$ cat config.mk
export PLATFORM = sky130hd
export DESIGN_NAME = clsa_top
export DESIGN_NICKNAME = d
export VERILOG_FILES = /design/src/rtl/clsa_pkg.sv /design/src/rtl/clsa_top.sv /design/src/rtl/clsa_tick.sv
export SDC_FILE = /design/constraint.sdc
export NUM_CORES = 1
export LEC_CHECK = 0
export BUFFER_PORTS_ARGS = -buffer_cell sky130_fd_sc_hd__clkbuf_2
export CELL_PAD_IN_SITES_DETAIL_PLACEMENT = 1
export CELL_PAD_IN_SITES_GLOBAL_PLACEMENT = 1
export CORE_ASPECT_RATIO = 0.6
export CORE_MARGIN = 3
export CORE_UTILIZATION = 25
export CTS_CLUSTER_SIZE = 14
export DETAILED_ROUTE_END_ITERATION = 16
export HOLD_SLACK_MARGIN = 0.06
export PLACE_DENSITY_LB_ADDON = 0.1
export SYNTH_ARGS = -nofsm -noshare
export SYNTH_HDL_FRONTEND = slang
export SYNTH_SLANG_ARGS = --single-unit
$ cat constraint.sdc
create_clock -name aclk -period 15.2 [get_ports aclk]
set_input_delay 1.52 -clock aclk [delete_from_list [all_inputs] [get_ports aclk]]
set_output_delay 1.52 -clock aclk [all_outputs]
set_load 0.01 [all_outputs]
$ cat src/rtl/clsa_pkg.sv
// Constants and types for the control loop stall alarm
package clsa_pkg;
   localparam int unsigned CLK_HZ = 40_000_000;
   localparam int unsigned TICK_PERIOD_S = 1;
   localparam int unsigned TICK_CYCLES = CLK_HZ * TICK_PERIOD_S;

   localparam int VAL_W = 16;
   localparam int PAR_W = 14;
   localparam int ADDR_W = 8;

   // Raw units: tenths of a degree, or hundredths of a percent
   localparam logic [13:0] PAR_MAX = 14'h270F;
   localparam logic [13:0] LEVEL_MIN = 14'h0001;
   localparam logic [13:0] TIME_DEF = 14'h0000;
   localparam logic [13:0] TEMP_LEVEL_DEF = 14'h0050;
   localparam logic [13:0] TEMP_BAND_DEF = 14'h001E;
   localparam logic [13:0] ANA_LEVEL_DEF = 14'h03E8;
   localparam logic [13:0] ANA_BAND_DEF = 14'h0014;
   localparam logic [3:0] TYPE_STALL = 4'hC;
   localparam logic [3:0] TYPE_NONE = 4'h0;

   localparam logic [7:0] OFS_DETECT_TIME = 8'h00;
   localparam logic [7:0] OFS_DEV_LEVEL = 8'h04;
   localparam logic [7:0] OFS_DEV_BAND = 8'h08;
   localparam logic [7:0] OFS_ALARM_TYPE = 8'h0C;
   localparam logic [7:0] OFS_ALARM_CFG = 8'h10;
   localparam logic [7:0] OFS_STATUS = 8'h14;
   localparam logic [7:0] OFS_IRQ_STATUS = 8'h18;
   localparam logic [7:0] OFS_IRQ_CLEAR = 8'h1C;
   localparam logic [7:0] OFS_IRQ_ENABLE = 8'h20;

   // Field positions
   localparam int TYPE1_LSB = 0;
   localparam int TYPE2_LSB = 4;
   localparam int TYPE3_LSB = 8;
   localparam int CFG_LATCH = 0;
   localparam int CFG_HEAT_COOL = 1;
   localparam int CFG_MANUAL_ADD = 2;
   localparam int ST_ALARM = 0;
   localparam int ST_TRACKING = 1;
   localparam int ST_OUTSIDE = 2;
   localparam int ST_LATCHED = 3;
   localparam int IRQ_RISE = 0;
   localparam int IRQ_FALL = 1;
   localparam int IRQ_AUTOTIME = 2;
   localparam int IRQ_W = 3;

   localparam logic [1:0] RESP_OKAY = 2'h0;
   localparam logic [1:0] RESP_SLVERR = 2'h2;

   typedef struct packed {
      logic [13:0] loop_stall_detect_time;
      logic [13:0] stall_deviation_level;
      logic [13:0] band;
      logic [3:0] type1;
      logic [3:0] type2;
      logic [3:0] type3;
      logic latch;
      logic heat_cool;
      logic auto_manual_select_addition;
   } clsa_cfg_t;

   typedef struct packed {
      logic ramp_active;
      logic autotune_running;
      logic autotune_done;
      logic [13:0] autotune_time;
      logic manual_mode;
      logic control_stopped;
   } clsa_loop_t;

   typedef enum logic [2:0] {
      CLSA_IDLE = 3'h1,
      CLSA_INBAND = 3'h2,
      CLSA_TRACK = 3'h4
   } clsa_state_t;
endpackage

$ cat src/rtl/clsa_top.sv
// Control loop stall alarm with AXI4-Lite register slave
// Operation
// - Alarm when deviation exceeds level and does not shrink by band in time
// - Deviation within level: no detection, alarm held off
// - Asserted alarm clears when deviation shrinks by at least the band
// - Shrinking by less than the band within an interval still alarms
// - Detection time 0 to 9999 seconds; zero disables the function
// - Level defaults 8.0 degrees or 10.00 percent; range up to 999.9/99.99
// - Band defaults 3.0 degrees or 0.20 percent; range from zero
// - Result reaches an alarm output only when slot 1 type is 12
// - Type 12 accepted on slots 2 and 3 but gives no indication
// - No detection while the set-point ramp is running
// - No detection during auto-tuning or stop, nor in manual operation when the manual addition option is set
// - Slot 1 latch option holds the alarm once asserted
// - Auto-tuning end writes detection time, unless heating/cooling control
`timescale 1ns/1ps
module clsa_top #(
   parameter int unsigned TICK_CYCLES = clsa_pkg::TICK_CYCLES,
   parameter bit ANALOG_INPUT = 1'b0
) (
   input wire logic aclk,
   input wire logic aresetn,
   input wire logic s_axi_awvalid,
   output logic s_axi_awready,
   input wire logic [7:0] s_axi_awaddr,
   input wire logic s_axi_wvalid,
   output logic s_axi_wready,
   input wire logic [31:0] s_axi_wdata,
   input wire logic [3:0] s_axi_wstrb,
   output logic s_axi_bvalid,
   input wire logic s_axi_bready,
   output logic [1:0] s_axi_bresp,
   input wire logic s_axi_arvalid,
   output logic s_axi_arready,
   input wire logic [7:0] s_axi_araddr,
   output logic s_axi_rvalid,
   input wire logic s_axi_rready,
   output logic [31:0] s_axi_rdata,
   output logic [1:0] s_axi_rresp,
   input wire logic signed [15:0] sp_value,
   input wire logic signed [15:0] pv_value,
   input wire clsa_pkg::clsa_loop_t loop_in,
   output logic [2:0] stall_alarm,
   output logic irq
);
   localparam logic [13:0] LEVEL_DEF = ANALOG_INPUT ? clsa_pkg::ANA_LEVEL_DEF : clsa_pkg::TEMP_LEVEL_DEF;
   localparam logic [13:0] BAND_DEF = ANALOG_INPUT ? clsa_pkg::ANA_BAND_DEF : clsa_pkg::TEMP_BAND_DEF;

   function automatic logic [31:0] merge(input logic [31:0] old, input logic [31:0] wd, input logic [3:0] st);
      logic [31:0] r;
      r = old;
      for (int i = 0; i < 4; i++) begin
         if (st[i]) begin
            r[i*8 +: 8] = wd[i*8 +: 8];
         end
      end
      return r;
   endfunction

   // Bus state
   logic aw_have_q, aw_have_d, w_have_q, w_have_d;
   logic [7:0] awaddr_q, awaddr_d;
   logic [31:0] wdata_q, wdata_d;
   logic [3:0] wstrb_q, wstrb_d;
   logic bvalid_q, bvalid_d, rvalid_q, rvalid_d;
   logic [1:0] bresp_q, bresp_d, rresp_q, rresp_d;
   logic [31:0] rdata_q, rdata_d;
   logic wr_fire;
   logic [31:0] wmerged;

   // Configuration and interrupt state
   clsa_pkg::clsa_cfg_t cfg_q, cfg_d;
   logic [2:0] irq_st_q, irq_st_d, irq_en_q, irq_en_d;
   logic irq_q, irq_d;

   // Detection state
   clsa_pkg::clsa_state_t state_q, state_d;
   logic [16:0] ref_q, ref_d;
   logic [13:0] sec_q, sec_d;
   logic raw_q, raw_d, latch_q, latch_d;
   logic [2:0] alarm_q, alarm_d;
   logic signed [16:0] dev;
   logic [16:0] mag;
   logic outside, suppress, sec_tick, expire, reduced;
   logic [2:0] slot_hit;
   logic [11:0] types;

   assign s_axi_awready = !aw_have_q;
   assign s_axi_wready = !w_have_q;
   assign s_axi_arready = !rvalid_q;
   assign s_axi_bvalid = bvalid_q;
   assign s_axi_bresp = bresp_q;
   assign s_axi_rvalid = rvalid_q;
   assign s_axi_rdata = rdata_q;
   assign s_axi_rresp = rresp_q;
   assign stall_alarm = alarm_q;
   assign irq = irq_q;

   assign wr_fire = aw_have_q && w_have_q && !bvalid_q;
   assign types = {cfg_q.type3, cfg_q.type2, cfg_q.type1};

   // Bus channels
   always_comb begin
      aw_have_d = aw_have_q;
      awaddr_d = awaddr_q;
      w_have_d = w_have_q;
      wdata_d = wdata_q;
      wstrb_d = wstrb_q;
      bvalid_d = bvalid_q;
      bresp_d = bresp_q;
      rvalid_d = rvalid_q;
      rresp_d = rresp_q;
      rdata_d = rdata_q;
      if (s_axi_awvalid && !aw_have_q) begin
         aw_have_d = 1'b1;
         awaddr_d = s_axi_awaddr;
      end
      if (s_axi_wvalid && !w_have_q) begin
         w_have_d = 1'b1;
         wdata_d = s_axi_wdata;
         wstrb_d = s_axi_wstrb;
      end
      if (bvalid_q && s_axi_bready) begin
         bvalid_d = 1'b0;
      end
      if (wr_fire) begin
         aw_have_d = 1'b0;
         w_have_d = 1'b0;
         bvalid_d = 1'b1;
         bresp_d = clsa_pkg::RESP_OKAY;
         if (awaddr_q > clsa_pkg::OFS_IRQ_ENABLE || awaddr_q == clsa_pkg::OFS_STATUS ||
             awaddr_q == clsa_pkg::OFS_IRQ_STATUS || awaddr_q[1:0] != 2'h0) begin
            bresp_d = clsa_pkg::RESP_SLVERR;
         end
      end
      if (rvalid_q && s_axi_rready) begin
         rvalid_d = 1'b0;
      end
      if (s_axi_arvalid && !rvalid_q) begin
         rvalid_d = 1'b1;
         rresp_d = clsa_pkg::RESP_OKAY;
         rdata_d = 32'h0000_0000;
         case (s_axi_araddr)
            clsa_pkg::OFS_DETECT_TIME: rdata_d[13:0] = cfg_q.loop_stall_detect_time;
            clsa_pkg::OFS_DEV_LEVEL: rdata_d[13:0] = cfg_q.stall_deviation_level;
            clsa_pkg::OFS_DEV_BAND: rdata_d[13:0] = cfg_q.band;
            clsa_pkg::OFS_ALARM_TYPE: rdata_d[11:0] = types;
            clsa_pkg::OFS_ALARM_CFG: begin
               rdata_d[clsa_pkg::CFG_LATCH] = cfg_q.latch;
               rdata_d[clsa_pkg::CFG_HEAT_COOL] = cfg_q.heat_cool;
               rdata_d[clsa_pkg::CFG_MANUAL_ADD] = cfg_q.auto_manual_select_addition;
            end
            clsa_pkg::OFS_STATUS: begin
               rdata_d[clsa_pkg::ST_ALARM] = raw_q;
               rdata_d[clsa_pkg::ST_TRACKING] = (state_q == clsa_pkg::CLSA_TRACK);
               rdata_d[clsa_pkg::ST_OUTSIDE] = outside;
               rdata_d[clsa_pkg::ST_LATCHED] = latch_q;
            end
            clsa_pkg::OFS_IRQ_STATUS: rdata_d[2:0] = irq_st_q;
            clsa_pkg::OFS_IRQ_CLEAR: rdata_d = 32'h0000_0000;
            clsa_pkg::OFS_IRQ_ENABLE: rdata_d[2:0] = irq_en_q;
            default: rresp_d = clsa_pkg::RESP_SLVERR;
         endcase
      end
   end

   always_ff @(posedge aclk) begin
      if (!aresetn) begin
         aw_have_q <= 1'b0;
         awaddr_q <= 8'h00;
         w_have_q <= 1'b0;
         wdata_q <= 32'h0000_0000;
         wstrb_q <= 4'h0;
         bvalid_q <= 1'b0;
         bresp_q <= clsa_pkg::RESP_OKAY;
         rvalid_q <= 1'b0;
         rresp_q <= clsa_pkg::RESP_OKAY;
         rdata_q <= 32'h0000_0000;
      end else begin
         aw_have_q <= aw_have_d;
         awaddr_q <= awaddr_d;
         w_have_q <= w_have_d;
         wdata_q <= wdata_d;
         wstrb_q <= wstrb_d;
         bvalid_q <= bvalid_d;
         bresp_q <= bresp_d;
         rvalid_q <= rvalid_d;
         rresp_q <= rresp_d;
         rdata_q <= rdata_d;
      end
   end

   // Registers, writes and interrupt flags
   always_comb begin
      cfg_d = cfg_q;
      irq_en_d = irq_en_q;
      irq_st_d = irq_st_q;
      wmerged = 32'h0000_0000;
      if (wr_fire) begin
         case (awaddr_q)
            clsa_pkg::OFS_DETECT_TIME: begin
               wmerged = merge({18'h0_0000, cfg_q.loop_stall_detect_time}, wdata_q, wstrb_q);
               // Out-of-range values are dropped, old setting kept
               if (wmerged <= {18'h0_0000, clsa_pkg::PAR_MAX}) begin
                  cfg_d.loop_stall_detect_time = wmerged[13:0];
               end
            end
            clsa_pkg::OFS_DEV_LEVEL: begin
               wmerged = merge({18'h0_0000, cfg_q.stall_deviation_level}, wdata_q, wstrb_q);
               if (wmerged <= {18'h0_0000, clsa_pkg::PAR_MAX} &&
                   wmerged >= {18'h0_0000, clsa_pkg::LEVEL_MIN}) begin
                  cfg_d.stall_deviation_level = wmerged[13:0];
               end
            end
            clsa_pkg::OFS_DEV_BAND: begin
               wmerged = merge({18'h0_0000, cfg_q.band}, wdata_q, wstrb_q);
               if (wmerged <= {18'h0_0000, clsa_pkg::PAR_MAX}) begin
                  cfg_d.band = wmerged[13:0];
               end
            end
            clsa_pkg::OFS_ALARM_TYPE: begin
               // Any type code is stored on every slot
               wmerged = merge({20'h0_0000, types}, wdata_q, wstrb_q);
               cfg_d.type1 = wmerged[clsa_pkg::TYPE1_LSB +: 4];
               cfg_d.type2 = wmerged[clsa_pkg::TYPE2_LSB +: 4];
               cfg_d.type3 = wmerged[clsa_pkg::TYPE3_LSB +: 4];
            end
            clsa_pkg::OFS_ALARM_CFG: begin
               if (wstrb_q[0]) begin
                  cfg_d.latch = wdata_q[clsa_pkg::CFG_LATCH];
                  cfg_d.heat_cool = wdata_q[clsa_pkg::CFG_HEAT_COOL];
                  cfg_d.auto_manual_select_addition = wdata_q[clsa_pkg::CFG_MANUAL_ADD];
               end
            end
            clsa_pkg::OFS_IRQ_CLEAR: begin
               if (wstrb_q[0]) begin
                  irq_st_d = irq_st_q & ~wdata_q[2:0];
               end
            end
            clsa_pkg::OFS_IRQ_ENABLE: begin
               if (wstrb_q[0]) begin
                  irq_en_d = wdata_q[2:0];
               end
            end
            default: wmerged = 32'h0000_0000;
         endcase
      end
      // Auto-tuning result overrides a software write in the same cycle
      if (loop_in.autotune_done && !cfg_q.heat_cool) begin
         cfg_d.loop_stall_detect_time = (loop_in.autotune_time > clsa_pkg::PAR_MAX) ?
                                        clsa_pkg::PAR_MAX : loop_in.autotune_time;
         irq_st_d[clsa_pkg::IRQ_AUTOTIME] = 1'b1;
      end
      // Set after clear so a same-cycle event is never lost
      if (alarm_d[0] && !alarm_q[0]) begin
         irq_st_d[clsa_pkg::IRQ_RISE] = 1'b1;
      end
      if (!alarm_d[0] && alarm_q[0]) begin
         irq_st_d[clsa_pkg::IRQ_FALL] = 1'b1;
      end
      irq_d = |(irq_st_d & irq_en_d);
   end

   always_ff @(posedge aclk) begin
      if (!aresetn) begin
         cfg_q.loop_stall_detect_time <= clsa_pkg::TIME_DEF;
         cfg_q.stall_deviation_level <= LEVEL_DEF;
         cfg_q.band <= BAND_DEF;
         cfg_q.type1 <= clsa_pkg::TYPE_NONE;
         cfg_q.type2 <= clsa_pkg::TYPE_NONE;
         cfg_q.type3 <= clsa_pkg::TYPE_NONE;
         cfg_q.latch <= 1'b0;
         cfg_q.heat_cool <= 1'b0;
         cfg_q.auto_manual_select_addition <= 1'b0;
         irq_en_q <= 3'h0;
         irq_st_q <= 3'h0;
         irq_q <= 1'b0;
      end else begin
         cfg_q <= cfg_d;
         irq_en_q <= irq_en_d;
         irq_st_q <= irq_st_d;
         irq_q <= irq_d;
      end
   end

   // Deviation magnitude; direction of the error does not matter
   assign dev = 17'(sp_value) - 17'(pv_value);
   assign mag = dev[16] ? 17'(-dev) : 17'(dev);
   assign outside = mag > {3'h0, cfg_q.stall_deviation_level};
   // Manual mode only counts when switching to it is enabled
   assign suppress = (cfg_q.loop_stall_detect_time == 14'h0000) ||
                     loop_in.ramp_active ||
                     loop_in.autotune_running || loop_in.control_stopped ||
                     (loop_in.manual_mode && cfg_q.auto_manual_select_addition);
   assign expire = sec_tick && ((sec_q + 14'h0001) >= cfg_q.loop_stall_detect_time);
   assign reduced = (ref_q >= mag) && ((ref_q - mag) >= {3'h0, cfg_q.band});

   clsa_tick #(
      .CYCLES(TICK_CYCLES)
   ) u_tick (
      .aclk(aclk),
      .aresetn(aresetn),
      .restart(state_q != clsa_pkg::CLSA_TRACK),
      .tick(sec_tick)
   );

   always_comb begin
      state_d = state_q;
      ref_d = ref_q;
      sec_d = sec_q;
      raw_d = raw_q;
      if (suppress) begin
         state_d = clsa_pkg::CLSA_IDLE;
         sec_d = 14'h0000;
         raw_d = 1'b0;
      end else if (!outside) begin
         state_d = clsa_pkg::CLSA_INBAND;
         sec_d = 14'h0000;
         raw_d = 1'b0;
      end else begin
         case (state_q)
            clsa_pkg::CLSA_TRACK: begin
               if (expire) begin
                  // Reduced by band clears, anything less sets
                  raw_d = !reduced;
                  ref_d = mag;
                  sec_d = 14'h0000;
               end else if (sec_tick) begin
                  sec_d = sec_q + 14'h0001;
               end
            end
            default: begin
               state_d = clsa_pkg::CLSA_TRACK;
               ref_d = mag;
               sec_d = 14'h0000;
            end
         endcase
      end
      latch_d = latch_q;
      if (!cfg_q.latch || cfg_q.type1 != clsa_pkg::TYPE_STALL) begin
         latch_d = 1'b0;
      end else if (raw_q) begin
         latch_d = 1'b1;
      end
      for (int s = 0; s < 3; s++) begin
         alarm_d[s] = slot_hit[s] && (raw_q || latch_q);
      end
   end

   // Only slot 1 carries the result; type 12 elsewhere stays silent
   for (genvar g = 0; g < 3; g++) begin : g_slot
      assign slot_hit[g] = (g == 0) && (types[g*4 +: 4] == clsa_pkg::TYPE_STALL);
   end

   always_ff @(posedge aclk) begin
      if (!aresetn) begin
         state_q <= clsa_pkg::CLSA_IDLE;
         ref_q <= 17'h0_0000;
         sec_q <= 14'h0000;
         raw_q <= 1'b0;
         latch_q <= 1'b0;
         alarm_q <= 3'h0;
      end else begin
         state_q <= state_d;
         ref_q <= ref_d;
         sec_q <= sec_d;
         raw_q <= raw_d;
         latch_q <= latch_d;
         alarm_q <= alarm_d;
      end
   end
endmodule

$ cat src/rtl/clsa_tick.sv
// Seconds time base: one-cycle enable pulse, restartable
`timescale 1ns/1ps
module clsa_tick #(
   parameter int unsigned CYCLES = clsa_pkg::TICK_CYCLES
) (
   input wire logic aclk,
   input wire logic aresetn,
   input wire logic restart,
   output logic tick
);
   localparam int CW = $clog2(CYCLES + 1);
   localparam logic [CW-1:0] LAST = CW'(CYCLES - 1);

   logic [CW-1:0] cnt_q;
   logic [CW-1:0] cnt_d;
   logic tick_q;
   logic tick_d;

   always_comb begin
      cnt_d = cnt_q + CW'(1);
      tick_d = 1'b0;
      if (restart) begin
         cnt_d = '0;
      end else if (cnt_q == LAST) begin
         cnt_d = '0;
         tick_d = 1'b1;
      end
   end

   always_ff @(posedge aclk) begin
      if (!aresetn) begin
         cnt_q <= '0;
         tick_q <= 1'b0;
      end else begin
         cnt_q <= cnt_d;
         tick_q <= tick_d;
      end
   end

   assign tick = tick_q;
endmodule

==> run summary <==
status -> completed
first drt pass iteration count -> 5
Worst IR Drop VDD -> 0.0000745 V
Syn. warnings -> 0
post-CTS resize count -> 0
Most Frequent Cell on Critical Path -> ha_1
min-delay worst type -> flop to flop
initial core utilization -> 0.257
crit path DAT -> 8210 ps
final setup fails -> 0
Mapped Area -> 12100 sq um
DRT antenna net count -> 0
largest net degree at the start of global routing -> 88
Area Overhead vs Synth -> 14.9%
DRC Markers -> 0
Routed wire per std cell -> 19.3 microns
slowest stage delay, CP -> 560 ps
final non-filler cell total -> 2256
RSZ-0062 raised after global routing -> no
FFs w/ async S/R, synth -> 0
Syn Inst Count -> 1515
syn_area_per_cell -> 7.96 sq um
top cell family by delay on the critical path -> compound AO/OA/AOI/OAI gates
H-tree levels -> 4
initial antenna violation count -> 0
fillers -> 5672
critical path type -> input pin to flop
IO Pins -> 155
CORE AREA -> 46900 sq um
Initial DRC Count -> 719
nets -> 1796
diode count -> 0
fin crit period -> 7830 ps
Setup WS pre-CTS -> 6970 ps
Max Cap Viol -> 0
Max-slew headroom -> 0.297
reg2reg path depth -> 18
Pwr Density -> 104 nW/um^2
Worst Path Max Fanout -> 12
CTS root buf -> clkbuf_16
cell taking the most area after synthesis -> dfxtp_1
WL final -> 43600 microns
Final TNS setup -> 0 ps
Synth area leaders -> dfxtp_1, ha_1, nand2_1
Worst Hold Path Cells -> 2
Yosys cell types -> 86
deepest clock path buffer count -> 2
routed wl met3 -> 1290 microns
static leakage -> 5.75 nW
Worst-Skew Late Latency -> 460 ps
clk_skew -> 16.0 ps
CTS tree -> built
layout cell share with drive strength beyond 1 -> 0.127
vias -> 11200
Synth top area share -> 0.319
WP buf/inv -> 4
gr usage total -> 0.171
final hold vios -> 0
slowest stage cell on the critical path -> o21ai_0
Die Width -> 290 microns
CTS Sinks -> 192
overall power -> 1.44 mW
global-route wire length before repair -> 67200 microns
Reg clk slew, reported paths -> 80 ps
min-delay src -> wdata_q[30]
ys flop type -> dfxtp_1
die height -> 176 microns
RR Startpoint -> ref_q[0]
Placed Cells -> 2225
Post-synth EDFFs -> 0
Seq/Total Area, Yosys -> 0.319
# rows -> 61
Post-CTS Hold Buffers -> 0
setup ws final -> 7370 ps
DIE AREA -> 51000 sq um
reg-to-reg endpoint -> raw_q
# port buffers -> 132
Slew @ Worst Pin -> 1050 ps
fmax -> 0.128 GHz
gpl congestion -> 0.808
highest routed layer -> met4
fin crit share -> 0.515
HPWL after DPL -> 34600 microns
total gr overflow -> 0
#FFs+latches synth -> 192
Metal-1 WL -> 25800 microns
Post-CTS Setup Inserts -> 0
met2 WL -> 16200 microns
vias in the first global route -> 11000
Hold Path End -> wdata_q[30]
Via-to-Cell Ratio -> 4.94
Num CTS Buffers -> 17
Critical Path Start Type -> input pin
Worst Path Required -> 15580 ps
Max Slew Vio Count -> 0
R2R Setup Slk -> 10640 ps
Crit. End Element -> flop
## metal layers
metal / vias to the layer above / global-route usage
met5: - / 0
met3: 16 / 0.0295
li1: 5568 / -
met2: 97 / 0.219
met4: 0 / 0.0246
met1: 5472 / 0.289
## stage by stage
| step | util | cell area (sq um) | hold slack, ps |
|---|---|---|---|
| after floorplan | - | 12100 | 430 |
| after global placement | 0.283 | 13300 | 446 |
| after detailed placement | 0.283 | 13300 | 452 |
| after CTS | 0.295 | 13900 | 463 |
| after global routing | 0.295 | 13900 | 483 |
| final | 0.295 | 13900 | 461 |
## area by class of cell
| class | count | area (sq um) | area share |
|---|---|---|---|
| Tap cell | 630 | 788 | 0.0569 |
| Clock inverter | 13 | 145 | 0.0105 |
| Clock buffer | 18 | 429 | 0.0310 |
| Multi-Input combinational cell | 1169 | 7550 | 0.545 |
| Timing Repair Buffer | 144 | 751 | 0.0542 |
| Sequential cell | 192 | 3840 | 0.277 |
| Inverter | 90 | 340 | 0.0246 |
## flip-flops by register name (all words and copies together), names as in the netlist, 3 cells and up
name          cells
wstrb_q           4
ref_q            17
irq_en_q          3
sec_q            14
state_q           3
s_axi_rdata      14
wdata_q          32
u_tick.cnt_q     26
awaddr_q          8
cfg_q            57
irq_st_q          3
## logic make-up (layout without fill, tap and decap cells)
logic type | count (synthesis) | in the layout | synth area share
adders and majority gates | 78 | 78 | 0.0810
buffers and inverters | 175 | 265 | 0.0627
and+or+nand+nor | 567 | 567 | 0.220
xor gates and xnor gates | 82 | 82 | 0.0608
other | 1 | 22 | 0.000311
muxes | 67 | 67 | 0.0558
DFF | 192 | 192 | 0.319
AOI/OAI and AO/OA | 353 | 353 | 0.201
## cell usage after synthesis, types with 5 or more instances
cell	count
a21o_1	9
buf_2	7
a31oi_1	13
mux2i_1	65
nor2b_1	13
a21oi_1	114
o21bai_1	7
nand3b_1	5
a211oi_1	12
nor4_1	19
o211ai_1	7
clkbuf_1	53
xor2_1	41
nand2_1	189
o2111ai_1	5
a211o_1	7
nand3_1	32
a311oi_1	16
a222oi_1	8
a22oi_1	17
and2_1	13
or4_1	6
xnor2_1	40
nand4_1	25
nand2b_1	12
o21ai_0	53
ha_1	70
nor3_1	35
nor2_1	161
o41ai_1	5
and3_1	23
dfxtp_1	192
inv_1	90
or3_1	10
o21a_1	16
maj3_1	5
buf_4	24
## cells in the final DEF, fill, tap and decap left out, types with 13 or more instances in the layout
cell type    n
dfxtp_1    192
nand2_1    189
nor2_1     161
clkbuf_2   132
a21oi_1    114
inv_1       89
ha_1        70
mux2i_1     65
o21ai_0     53
xor2_1      41
xnor2_1     40
nor3_1      34
nand3_1     32
nand4_1     25
and3_1      23
conb_1      22
nor4_1      19
a22oi_1     17
clkbuf_16   17
o21a_1      16
a311oi_1    16
and2_1      13
a31oi_1     13
## power by group
group	switching, mW	internal [mW]	total [mW]
sequential	0.0212	0.519	0.540
combinational	0.267	0.166	0.433
clock	0.233	0.233	0.466
total	0.521	0.919	1.44
## worst max-delay path by stage
stage,start,end,depth (start not counted)
finish,sp_value[0],raw_q,27
CTS,sp_value[0],raw_q,27
detailed placement,sp_value[0],raw_q,27
global route,sp_value[0],sec_q[5],20
global placement,sp_value[0],raw_q,27
floorplan,sp_value[0],raw_q,27
## tightest hold or removal path: stages (launching register included)
cell and delay, ps:
dfxtp_1 310, nand2_1 50, a21oi_1 50
Power figures use the tool's default switching activity.
